===== config.mk =====
export PLATFORM = sky130hd
export DESIGN_NAME = hpe_signal
export DESIGN_NICKNAME = d
export VERILOG_FILES = /design/src/rtl/hpe_pkg.sv /design/src/rtl/hpe_signal.sv
export SDC_FILE = /design/constraint.sdc
export NUM_CORES = 1
export LEC_CHECK = 0
export BUFFER_PORTS_ARGS = -buffer_cell sky130_fd_sc_hd__buf_2
export CAP_MARGIN = 20
export CORE_MARGIN = 2
export CORE_UTILIZATION = 49
export CTS_CLUSTER_DIAMETER = 50
export DETAILED_ROUTE_END_ITERATION = 6
export GPL_TIMING_DRIVEN = 0
export PLACE_DENSITY = 0.8
export SLEW_MARGIN = 20
export SYNTH_ARGS = -nofsm -noshare
export SYNTH_HDL_FRONTEND = slang
export SYNTH_SLANG_ARGS = --single-unit

===== constraint.sdc =====
create_clock -name REF_CLK -period 2.3 [get_ports REF_CLK]
set_input_delay 0.115 -clock REF_CLK [delete_from_list [all_inputs] [get_ports REF_CLK]]
set_output_delay 0.115 -clock REF_CLK [all_outputs]
set_load 0.01 [all_outputs]

===== src/rtl/hpe_pkg.sv =====
`default_nettype none

package hpe_pkg;

   // ----------------------------------------------------------------
   // Sizes
   // ----------------------------------------------------------------
   localparam int NPORT    = 2;   // Downstream ports with a slot
   localparam int NFLAG    = 5;   // Slot event flags per port

   // ----------------------------------------------------------------
   // Flag positions in slot status and slot control
   // ----------------------------------------------------------------
   localparam int BTN_BIT  = 0;   // Button pressed
   localparam int PWRF_BIT = 1;   // Power fault
   localparam int LATCH_BIT = 2;  // Latch sensor changed
   localparam int PRES_BIT = 3;   // Presence changed
   localparam int CMDD_BIT = 4;   // Command done
   localparam int HOTPLUG_IRQ_ENABLE_BIT = 5;   // Global hot-plug irq enable in slot control

   // Port command word field positions
   localparam int LEGACY_IRQ_DISABLE_BIT = 0;  // Legacy irq disable
   localparam int MSIEN_BIT = 1;  // MSI enable
   localparam int PD3_BIT   = 2;  // Port in D3hot

   // Switch word field positions
   localparam int SWD3_BIT  = 0;  // Whole switch in D3hot
   localparam int ALT7_BIT  = 1;  // GPIO 7 alternate function

   // ----------------------------------------------------------------
   // Register byte offsets
   // ----------------------------------------------------------------
   localparam logic [7:0] PORT_STRIDE = 8'h10;  // Per-port block size
   localparam logic [7:0] SLOT_CTL_OFS = 8'h00; // slot_control_reg
   localparam logic [7:0] SLOT_STS_OFS = 8'h04; // slot_status_reg
   localparam logic [7:0] CMD_OFS      = 8'h08; // command_reg and MSI enable
   localparam logic [7:0] GEV_CTL_OFS  = 8'h20; // general_event_control_reg
   localparam logic [7:0] GEV_STS_OFS  = 8'h24; // general_event_status_reg
   localparam logic [7:0] SW_CFG_OFS   = 8'h28; // Switch power state and pin mux

   // ----------------------------------------------------------------
   // Reset values
   // ----------------------------------------------------------------
   localparam logic [5:0]  SLOT_CTL_RST = 6'h00;
   localparam logic [2:0]  CMD_RST      = 3'h0;
   localparam logic [NPORT-1:0] GEV_CTL_RST = 2'h0;
   localparam logic [1:0]  SW_CFG_RST   = 2'h0;

   // Defaults loaded from the serial configuration memory
   typedef struct packed {
      logic             msi_en;  // MSI enable
      logic             legacy_irq_disable;   // Legacy irq disable
      logic             hotplug_irq_enable;    // Hot-plug irq enable
      logic [NFLAG-1:0] en;      // Per-flag enables
      logic             gev;     // Use general-purpose events
   } hpe_port_cfg_t;

   // Bus slave states
   typedef enum logic [1:0] {
      BUS_IDLE   = 2'b01,
      BUS_RDWAIT = 2'b10
   } hpe_bus_t;

endpackage : hpe_pkg

`default_nettype wire


===== src/rtl/hpe_signal.sv =====
// Register access over AHB-Lite and the register addresses are this design's own decisions.
`timescale 1ns/100ps
`default_nettype none

module hpe_signal
   import hpe_pkg::*;
(
   input  wire logic                  REF_CLK,        // 20 MHz core clock
   input  wire logic                  RST,            // Sync reset, high
   // AHB-Lite slave
   input  wire logic                  HSEL,
   input  wire logic [7:0]            HADDR,
   input  wire logic [1:0]            HTRANS,
   input  wire logic                  HWRITE,
   input  wire logic [2:0]            HSIZE,
   input  wire logic [31:0]           HWDATA,
   input  wire logic                  HREADY,
   output logic                       HREADYOUT,
   output logic [31:0]                HRDATA,
   output logic                       HRESP,
   // Configuration memory load
   input  wire logic                  CFG_LOAD,       // One-cycle load strobe
   input  wire hpe_port_cfg_t [NPORT-1:0] CFG_DATA,   // Per-port defaults
   // Slot event sources, one-cycle set pulses
   input  wire logic [NPORT-1:0][NFLAG-1:0] SLOT_EVT,
   // Signalling towards the root
   output logic [NPORT-1:0]           MSI_REQ,        // MSI send pulse
   output logic [NPORT-1:0]           INTX,           // Legacy irq level
   output logic [NPORT-1:0]           PME_REQ,        // Wake message pulse
   output logic                       GEN_EVENT,      // general_event_out
   output logic                       GPIO7_OUT,
   output logic                       GPIO7_OE
);

   // ----------------------------------------------------------------
   // Register state
   // ----------------------------------------------------------------
   // Control state comes from the configuration memory or from bus
   // writes; the memory load wins a tie since it only runs at start-up
   logic [NPORT-1:0][5:0]       slot_ctl;     // Enables plus hot-plug enable
   logic [NPORT-1:0][NFLAG-1:0] slot_sts;     // Sticky slot flags
   logic [NPORT-1:0][2:0]       cmd;          // Legacy disable, MSI, D3hot
   logic [NPORT-1:0]            gev_ctl;      // General-event select
   logic [NPORT-1:0]            gev_sts;      // General-event status
   logic [1:0]                  sw_cfg;       // Switch D3hot, pin mux

   // Bus tracking
   hpe_bus_t    bus_st;                       // Read wait machine
   logic        wr_pend;                      // Write data phase due
   logic [7:0]  wr_addr;                      // Latched write address
   logic [7:0]  rd_addr;                      // Latched read address
   logic        addr_ok;                      // Valid address phase
   logic [31:0] rd_mux;                       // Read data selection

   // Per-port write-one-to-clear masks and general-event set terms
   logic [NPORT-1:0][NFLAG-1:0] sts_clr;
   logic [NPORT-1:0]            gev_clr;
   logic [NPORT-1:0]            gev_set;

   // ----------------------------------------------------------------
   // AHB-Lite slave
   // ----------------------------------------------------------------
   // Writes take no wait; reads take one so the read mux sees any
   // write whose data phase overlaps the read address phase.
   assign addr_ok   = HSEL & HTRANS[1] & HREADY;
   assign HREADYOUT = (bus_st != BUS_RDWAIT);
   // Every offset completes; unmapped ones read zero, so no error
   assign HRESP     = 1'b0;

   // Read wait machine and address capture
   always_ff @(posedge REF_CLK)
   begin
      if (RST)
      begin
         bus_st  <= BUS_IDLE;
         wr_pend <= 1'b0;
         wr_addr <= 8'h00;
         rd_addr <= 8'h00;
      end
      else
      begin
         wr_pend <= addr_ok & HWRITE;
         if (addr_ok)
         begin
            wr_addr <= HADDR;
            rd_addr <= HADDR;
         end
         case (bus_st)
            BUS_IDLE:
               // Reads enter one wait cycle
               if (addr_ok && !HWRITE)
                  bus_st <= BUS_RDWAIT;
            BUS_RDWAIT:
               bus_st <= BUS_IDLE;
            default:
               bus_st <= BUS_IDLE;
         endcase
      end
   end

   // Read data selection; unmapped offsets read zero
   // Later matches would override earlier ones; the map has no overlap
   always_comb
   begin
      rd_mux = 32'h0000_0000;
      for (int p = 0; p < NPORT; p++)
      begin
         if (rd_addr == 8'(p) * PORT_STRIDE + SLOT_CTL_OFS)
            rd_mux = {26'h0, slot_ctl[p]};
         if (rd_addr == 8'(p) * PORT_STRIDE + SLOT_STS_OFS)
            rd_mux = {27'h0, slot_sts[p]};
         if (rd_addr == 8'(p) * PORT_STRIDE + CMD_OFS)
            rd_mux = {29'h0, cmd[p]};
      end
      if (rd_addr == GEV_CTL_OFS)
         rd_mux = {30'h0, gev_ctl};
      if (rd_addr == GEV_STS_OFS)
         rd_mux = {30'h0, gev_sts};
      if (rd_addr == SW_CFG_OFS)
         rd_mux = {30'h0, sw_cfg};
   end

   // Read data register, loaded in the wait cycle
   // Holds until the next read's wait cycle, so a slow master keeps it
   always_ff @(posedge REF_CLK)
   begin
      if (RST)
         HRDATA <= 32'h0000_0000;
      else if (bus_st == BUS_RDWAIT)
         HRDATA <= rd_mux;
   end

   // ----------------------------------------------------------------
   // Control registers
   // ----------------------------------------------------------------
   // A configuration load only touches control state, never the
   // flags, so command done is not raised by it.
   always_ff @(posedge REF_CLK)
   begin
      if (RST)
      begin
         slot_ctl <= {NPORT{SLOT_CTL_RST}};
         cmd      <= {NPORT{CMD_RST}};
         gev_ctl  <= GEV_CTL_RST;
         sw_cfg   <= SW_CFG_RST;
      end
      else if (CFG_LOAD)
      begin
         for (int p = 0; p < NPORT; p++)
         begin
            slot_ctl[p] <= {CFG_DATA[p].hotplug_irq_enable, CFG_DATA[p].en};
            cmd[p]      <= {cmd[p][PD3_BIT], CFG_DATA[p].msi_en, CFG_DATA[p].legacy_irq_disable};
            gev_ctl[p]  <= CFG_DATA[p].gev;
         end
      end
      else if (wr_pend)
      begin
         for (int p = 0; p < NPORT; p++)
         begin
            if (wr_addr == 8'(p) * PORT_STRIDE + SLOT_CTL_OFS)
               slot_ctl[p] <= HWDATA[5:0];
            if (wr_addr == 8'(p) * PORT_STRIDE + CMD_OFS)
               cmd[p] <= HWDATA[2:0];
         end
         if (wr_addr == GEV_CTL_OFS)
            gev_ctl <= HWDATA[NPORT-1:0];
         if (wr_addr == SW_CFG_OFS)
            sw_cfg <= HWDATA[1:0];
      end
   end

   // ----------------------------------------------------------------
   // Per-port event path
   // ----------------------------------------------------------------
   for (genvar p = 0; p < NPORT; p++)
   begin : g_port
      logic [NFLAG-1:0] fresh;      // Flags newly set this cycle
      logic [NFLAG-1:0] live;       // Fresh flags passing own enable
      logic [NFLAG-1:0] wake_msk;   // Flags allowed to wake
      logic             hotplug_irq_enable;       // Hot-plug irq enable
      logic             in_d3;      // Port or switch in D3hot

      // Only a flag going from clear to set counts as an event, so a
      // source that repeats its pulse on a set flag cannot flood the
      // root; an event in the cycle of its own clear is not signalled

      assign hotplug_irq_enable     = slot_ctl[p][HOTPLUG_IRQ_ENABLE_BIT];
      assign fresh    = SLOT_EVT[p] & ~slot_sts[p];
      assign live     = fresh & slot_ctl[p][NFLAG-1:0];
      assign wake_msk = ~(NFLAG'(1) << CMDD_BIT);
      assign in_d3    = cmd[p][PD3_BIT] | sw_cfg[SWD3_BIT];
      assign sts_clr[p] = (wr_pend && wr_addr == 8'(p) * PORT_STRIDE + SLOT_STS_OFS)
                          ? HWDATA[NFLAG-1:0] : '0;
      assign gev_set[p] = gev_ctl[p] & (|live);

      // Sticky flags, same in both signalling modes; set beats clear
      always_ff @(posedge REF_CLK)
      begin
         if (RST)
            slot_sts[p] <= '0;
         else
            slot_sts[p] <= (slot_sts[p] & ~sts_clr[p]) | SLOT_EVT[p];
      end

      // In-band signalling, silenced for a general-event port
      // INTx is a level the root watches; MSI and wake are pulses it counts
      always_ff @(posedge REF_CLK)
      begin
         if (RST)
         begin
            MSI_REQ[p] <= 1'b0;
            INTX[p]    <= 1'b0;
            PME_REQ[p] <= 1'b0;
         end
         else
         begin
            // Pulse per fresh unmasked event
            MSI_REQ[p] <= !gev_ctl[p] && hotplug_irq_enable && cmd[p][MSIEN_BIT] && (|live);
            // Level while any enabled flag stays set
            INTX[p] <= !gev_ctl[p] && hotplug_irq_enable && !cmd[p][MSIEN_BIT] && !cmd[p][LEGACY_IRQ_DISABLE_BIT]
                       && (|(slot_sts[p] & slot_ctl[p][NFLAG-1:0]));
            // Wake regardless of hotplug_irq_enable in D3hot
            PME_REQ[p] <= !gev_ctl[p] && in_d3 && (|(live & wake_msk));
         end
      end
   end

   // ----------------------------------------------------------------
   // General-purpose event status and output
   // ----------------------------------------------------------------
   assign gev_clr = (wr_pend && wr_addr == GEV_STS_OFS) ? HWDATA[NPORT-1:0] : '0;

   // Sticky per-port status; set beats clear
   // A port outside general-event mode never drives gev_set, so its
   // status bit can only be cleared there, never set
   always_ff @(posedge REF_CLK)
   begin
      if (RST)
         gev_sts <= '0;
      else
         gev_sts <= (gev_sts & ~gev_clr) | gev_set;
   end

   // Shared event output follows status; only hot-plug terms feed it
   // Level output: stays up until software clears every status bit
   assign GEN_EVENT = |gev_sts;

   // Pin drivers are off in reset; the reset is synchronous, so a pin
   // with no clock keeps its last enable even while the board holds reset.
   always_ff @(posedge REF_CLK)
   begin
      if (RST)
      begin
         GPIO7_OE  <= 1'b0;
         GPIO7_OUT <= 1'b0;
      end
      else
      begin
         GPIO7_OE  <= sw_cfg[ALT7_BIT];
         GPIO7_OUT <= sw_cfg[ALT7_BIT] & (|(gev_sts & ~gev_clr) | (|gev_set));
      end
   end

   // ----------------------------------------------------------------
   // Checks
   // ----------------------------------------------------------------
   // Helper terms keep each property to one line; port 0 carries the
   // interrupt checks and port 1 the wake checks, but the command-done wake check is on port 0
   logic msi_due;                             // Port 0 owes an MSI
   logic intx_due;                            // Port 0 owes its INTx level
   logic mask_evt;                            // Port 0 sees only masked events
   logic wake_due;                            // Port 1 owes a wake
   logic both_due;                            // Port 1 owes a wake and an MSI
   logic load_quiet;                          // Load with command done clear

   assign msi_due    = !gev_ctl[0] && slot_ctl[0][HOTPLUG_IRQ_ENABLE_BIT] && cmd[0][MSIEN_BIT] && (|g_port[0].live);
   assign intx_due   = !gev_ctl[0] && slot_ctl[0][HOTPLUG_IRQ_ENABLE_BIT] && !cmd[0][MSIEN_BIT] && !cmd[0][LEGACY_IRQ_DISABLE_BIT]
                       && (|(slot_sts[0] & slot_ctl[0][NFLAG-1:0]));
   assign mask_evt   = (SLOT_EVT[0] != '0) && ((SLOT_EVT[0] & slot_ctl[0][NFLAG-1:0]) == '0);
   assign wake_due   = sw_cfg[SWD3_BIT] && !gev_ctl[1] && (|(g_port[1].live & 5'h0F));
   assign both_due   = wake_due && slot_ctl[1][HOTPLUG_IRQ_ENABLE_BIT] && cmd[1][MSIEN_BIT];
   assign load_quiet = CFG_LOAD && !SLOT_EVT[0][CMDD_BIT] && !slot_sts[0][CMDD_BIT];
endmodule : hpe_signal

`default_nettype wire


==> results of run 1 <==
## cell families (layout without fill, tap and decap cells)
| kind of cell | after synthesis | after routing | synth area share, % |
|---|---|---|---|
| other cells | 1 | 27 | 0.119 |
| simple gates | 146 | 146 | 24.0 |
| mux | 41 | 41 | 13.8 |
| compound gates | 73 | 73 | 15.5 |
| buf+inv | 49 | 134 | 9.15 |
| flops | 59 | 59 | 37.4 |
## critical path, stage by stage, from the launching register on
cell     delay, ns
dfxtp_1       0.30
buf_2         0.17
nor4_2        0.53
nand4_2       0.36
mux2_1        0.42
mux2i_1       0.13
nor2_1        0.05
## where the power goes
| part | internal, mW | total (mW) | switching (mW) |
|---|---|---|---|
| sequential | 1.06 | 1.11 | 0.0497 |
| combinational | 0.154 | 0.327 | 0.173 |
| clock | 0.416 | 0.838 | 0.421 |
| total | 1.63 | 2.28 | 0.644 |
## registers in the layout, summed over array words and instances, names as in the netlist
| register | cells |
|---|---|
| MSI_REQ | 2 |
| rd_addr | 8 |
| cmd | 6 |
| GPIO7_OUT | 1 |
| g_port.hotplug_irq_enable | 2 |
| slot_sts | 10 |
| INTX | 2 |
| gev_sts | 2 |
| bus_st | 2 |
| HRDATA | 6 |
| slot_ctl | 10 |
| wr_pend | 1 |
| gev_ctl | 2 |
| GPIO7_OE | 1 |
| sw_cfg | 2 |
| PME_REQ | 2 |
## worst max-delay path by stage
stage | slack [ns] | start | to
2_1_floorplan | 0.58 | rd_addr[4]$_SDFFE_PP0P_ | HRDATA[1]$_SDFFE_PP0N_
3_3_place_gp | 0.31 | rd_addr[5]$_SDFFE_PP0P_ | slot_ctl[2]$_SDFFE_PP0P_
3_5_place_dp | 0.25 | rd_addr[5]$_SDFFE_PP0P_ | g_port[0].hotplug_irq_enable$_SDFFE_PP0P_
4_1_cts | 0.24 | rd_addr[5]$_SDFFE_PP0P_ | g_port[0].hotplug_irq_enable$_SDFFE_PP0P_
5_1_grt | 0.11 | rd_addr[5]$_SDFFE_PP0P_ | g_port[0].hotplug_irq_enable$_SDFFE_PP0P_
6_report | 0.22 | rd_addr[5]$_SDFFE_PP0P_ | g_port[0].hotplug_irq_enable$_SDFFE_PP0P_
## metrics by stage
step | std cells | setup slack [ns]
finish | 557 | 0.218
global route | 557 | 0.110
CTS | 557 | 0.244
detailed placement | 532 | 0.248
global placement | 532 | 0.308
floorplan | 395 | 0.584
## Yosys cell counts (all sizes together) (4+ instances only)
master,n,share of area (%)
a21oi,27,4.3
a22oi,4,0.95
a31oi,4,0.79
and3,4,0.79
buf,33,7.2
clkbuf,14,1.7
dfxtp,59,37
mux2,20,7.1
mux2i,21,6.7
nand2,41,4.9
nand2b,6,1.2
nand3,5,0.79
nand3b,9,2.1
nand4,7,1.8
nor2,48,5.7
nor2b,6,1.2
nor3,6,0.95
nor4b,4,2.0
o211ai,5,1.2
o21ai,7,1.1
## routing by layer
metal | GRT usage [%] | vias to the layer above | routed length, um
met5 | 0 | - | 0
met4 | 11.9 | 0 | 250
met3 | 3.93 | 34 | 759
met2 | 39.3 | 185 | 4040
met1 | 33.7 | 1416 | 3860
li1 | - | 1473 | -
## repair_timing
action / in CTS / in global routing
resized for setup: 0 / 0
hold buffers: 9 / 0
setup endpoints to repair: 0 / 0
buffers inserted: 0 / 0
endpoints found under the hold margin: 9 / 0
## area by class of cell
cell class / count / area (um^2)
buffer: 47 / 282
fill: 541 / 2350
inverter: 2 / 7.51
sequential: 59 / 1180
multi-input combinational: 287 / 1790
clock inverter: 6 / 41.3
timing repair buffer: 69 / 390
tap: 77 / 96.3
clock buffer: 10 / 138
==> metrics.yaml, run 1 <==
finish:
  final_cell_mix: "62 x buf_2, 59 x dfxtp_1, 48 x nor2_1"
  mostFrequentLayoutCell: "buf_2"
  fin_nets: 554
  area_growth_pct: 24.2
  antenna_cells: 0
  finish.utilization_pct: 62.5
  stdcell_area_um2: 3920
  drive_gt1_share_pct: 24.8
timing:
  relSlewSlack_pct: 43.2
  fin_setup_tns_ns: 0
  clock_skew_ns: 0.0115
  tightest_slew_ns: 0.840
  rsz0062_at_grt: "no"
  hold_ws_ns: -0.00307
  finalHoldViolations: 1
  timing.final.crit_share_pct: 90.5
  setup_viol: 0
  fmax_mhz: 480
  min_period_ns: 2.08
  maxSlewViolCount: 0
critical_path:
  reg2reg_slack_ns: 0.22
  rr_startpoint: "rd_addr[5]$_SDFFE_PP0P_"
  cp_max_fo: 9
  crit_path_end_kind: "register"
  worstRegToRegCells: 6
  crit_arrival_ns: 2.30
  path_class: "register to register"
  timing.critical_path.from_type: "register"
  critPathRequiredTime_ns: 2.52
  r2r_end: "g_port[0].hotplug_irq_enable$_SDFFE_PP0P_"
place:
  place_congestion: 1.01
  port_buffers: 60
  placed_area_um2: 3650
  dp_hpwl_um: 6630
grt:
  antenna_found_initial: 0
  overflow: 0
  grtUsageTotal_pct: 25.0
  grt_max_degree: 12
  grt_pass1_wl_um: 13900
  grt_pass1_vias: 2734
clock_network:
  insertion_delay_ns: 0.35
  clockRootBuffer: "clkbuf_8"
  cts.sinks: 59
  htree_levels: 3
  max-clock-path-buffers: 2
  clk_pin_slew_ns: 0.07
  cts_tree: "yes"
  cts_made_buffers: 9
worst_hold_path:
  min_to: "g_port[0].hotplug_irq_enable$_SDFFE_PP0P_"
  hold_depth: 3
  hp-start: "CFG_DATA[6]"
  hp-class: "input port to register"
synth:
  async_flop_share_pct: 0
  synthFlopType: "dfxtp_1"
  yosysSeqAreaShare_pct: 37.4
  synth_cell_types: 50
  syn-mean-instance-area_um2: 8.56
  synth_seq_cells: 59
  netlist_instances: 369
  synth_edf_count: 0
  ys_warn_count: 0
  syn_area_um2: 3160
die:
  die_y_um: 84.3
  num_io_pins: 122
  dieWidth_um: 84.3
  core_area_um2: 6280
  die-area_um2: 7110
  std_cell_rows: 29
  initial_core_util_pct: 50.3
power_and_ir_drop:
  power_density_nw_per_um2: 580
  power.ir.vdd_worst_mv: 0.424
  power.leakage_nw: 1.73
  power.total_mw: 2.28
status:
  violations: "hold timing"
  status: "complete, but fails checks"
drt:
  drtAntennaViolNets: 0
  dr.pass1.iters: 5
  drc: 0
  num_vias: 3108
  wl_per_cell_um: 16.0
  drtIter0Drc: 301
  vias_per_cell: 5.58
  totalWireLength_um: 8900
flow_run:
  maxCapViolations: 0
No activity file was read; power rests on OpenSTA's default activity.
==> run 2: changes to the inputs <==
Clock period 2.3 ns to 2 ns, I/O delays scaled along.
==> metrics.yaml, run 2 (synthesis gave the netlist of run 1 again) <==
drt:
  totalWireLength_um: 9480
  num_vias: 3160
  drtIter0Drc: 318
  drc: 0
  drtAntennaViolNets: 0
  wl_per_cell_um: 16.4
  vias_per_cell: 5.47
  dr.pass1.iters: 5
critical_path:
  path_class: "register to register"
  cp-endpoint: "cmd[3]$_SDFFE_PP0P_"
  worstRegToRegCells: 8
  crit_path_end_kind: "register"
  timing.critical_path.from_type: "register"
  worstSetupStartpoint: "rd_addr[5]$_SDFFE_PP0P_"
  reg2reg_slack_ns: 0.05
  r2r_end: "cmd[3]$_SDFFE_PP0P_"
  rr_startpoint: "rd_addr[5]$_SDFFE_PP0P_"
  crit_arrival_ns: 2.14
  critPathRequiredTime_ns: 2.20
  cp_max_fo: 9
worst_hold_path:
  hp-class: "input port to register"
timing:
  rsz0062_at_grt: "no"
  finalWorstSetupSlack_ns: 0.0535
  clock_skew_ns: 0.0127
  fin_setup_tns_ns: 0
  min_period_ns: 1.95
  relSlewSlack_pct: 49.3
  setup_viol: 0
  fmax_mhz: 514
  maxSlewViolCount: 0
  finalHoldViolations: 0
  hold_ws_ns: 0.00471
  timing.final.crit_share_pct: 97.3
  tightest_slew_ns: 0.761
place:
  dp_hpwl_um: 6630
  port_buffers: 60
  placed_area_um2: 3650
  dp_slack_ns: -0.0515
  place_congestion: 1.01
finish:
  fin_nets: 575
  antenna_cells: 0
  final_cell_mix: "62 x buf_2, 59 x dfxtp_1, 47 x nor2_1"
  area_growth_pct: 32.5
  stdcell_area_um2: 4190
  mostFrequentLayoutCell: "buf_2"
  drive_gt1_share_pct: 25.1
  reg_top3: "slot_ctl x10, slot_sts x10, rd_addr x8"
die:
  std_cell_rows: 29
  initial_core_util_pct: 50.3
  die-area_um2: 7110
  core_area_um2: 6280
  num_io_pins: 122
  die_y_um: 84.3
  dieWidth_um: 84.3
flow_run:
  maxCapViolations: 0
status:
  status: "completed"
grt:
  grt_pass1_wl_um: 14800
  busiest_layer: "met2"
  met1_usage_pct: 34.1
  use_met2_pct: 43.3
  antenna_found_initial: 0
  grt_pass1_vias: 2890
  grt_max_degree: 12
  grt_use_met3_pct: 4.42
  grtUsageTotal_pct: 26.7
  overflow: 0
power_and_ir_drop:
  power.ir.vdd_worst_mv: 0.493
  power_density_nw_per_um2: 637
  power.total_mw: 2.67
  power.leakage_nw: 1.83
clock_network:
  insertion_delay_ns: 0.35
  max-clock-path-buffers: 2
  clk_pin_slew_ns: 0.07
  cts_tree: "yes"
  clockRootBuffer: "clkbuf_8"
  cts_made_buffers: 9
  htree_levels: 3
  cts.sinks: 59
==> run 2: cell types whose count changed in the layout (fill, tap and decap cells not counted), sizes merged <==
| cell | delta |
|---|---|
| dlygate4sd3 | +18 |
| buf | +3 |
==> run 2: what timing repair did <==
item	4_1_cts	5_1_grt
hold buffers	27	0
endpoints found under the hold margin	27	0
endpoints found under the setup margin	6	14
setup buffers	0	3
gates resized for setup	1	11
==> run 2: layer usage <==
metal	up-vias	part of all wire, %
met5	-	0
met4	0	3.4
met3	31	7.8
met2	178	47
met1	1434	42
li1	1517	-
==> run 2: how the worst min path moves through the flow <==
stage	startpoint	end	slack [ns]	depth (start not counted)
2_1_floorplan	SLOT_EVT[0]	slot_sts[0]$_SDFF_PP0_	0.22	2
3_3_place_gp	SLOT_EVT[1]	slot_sts[1]$_SDFF_PP0_	0.32	3
3_5_place_dp	HWRITE	wr_pend$_SDFF_PP0_	0.32	2
4_1_cts	SLOT_EVT[2]	slot_sts[2]$_SDFF_PP0_	0.002	3
5_1_grt	SLOT_EVT[2]	slot_sts[2]$_SDFF_PP0_	0.009	3
6_report	CFG_DATA[7]	cmd[0]$_SDFFE_PP0P_	0.005	3
==> run 2: stage by stage <==
stage                     cells  util (%)
after floorplan             395         -
after global placement      532      58.2
after detailed placement    532      58.2
after CTS                   575      65.5
after global routing        578      66.7
final                       578      66.7
==> run 2: power breakdown <==
group / switching, mW / total [mW] / internal, mW
sequential: 0.0599 / 1.28 / 1.22
combinational: 0.212 / 0.418 / 0.207
clock: 0.489 / 0.969 / 0.479
==> run 2: final cells by class <==
class	count	area (um^2)
Fill cell	514	2090
Tap cell	77	96.3
Timing Repair Buffer	90	593
Sequential cell	59	1180
Multi-Input combinational cell	287	1840
Buffer	47	285
Clock buffer	10	138
Clock inverter	6	41.3
Inverter	2	7.51
==> run 2: critical path, stage by stage (launching register included) <==
cell and delay, ns:
dfxtp_1 0.30, buf_2 0.19, nor4b_4 0.29, buf_4 0.18
buf_4 0.12, nand3_2 0.11, mux2_1 0.36, mux2i_1 0.17
nor2_1 0.08
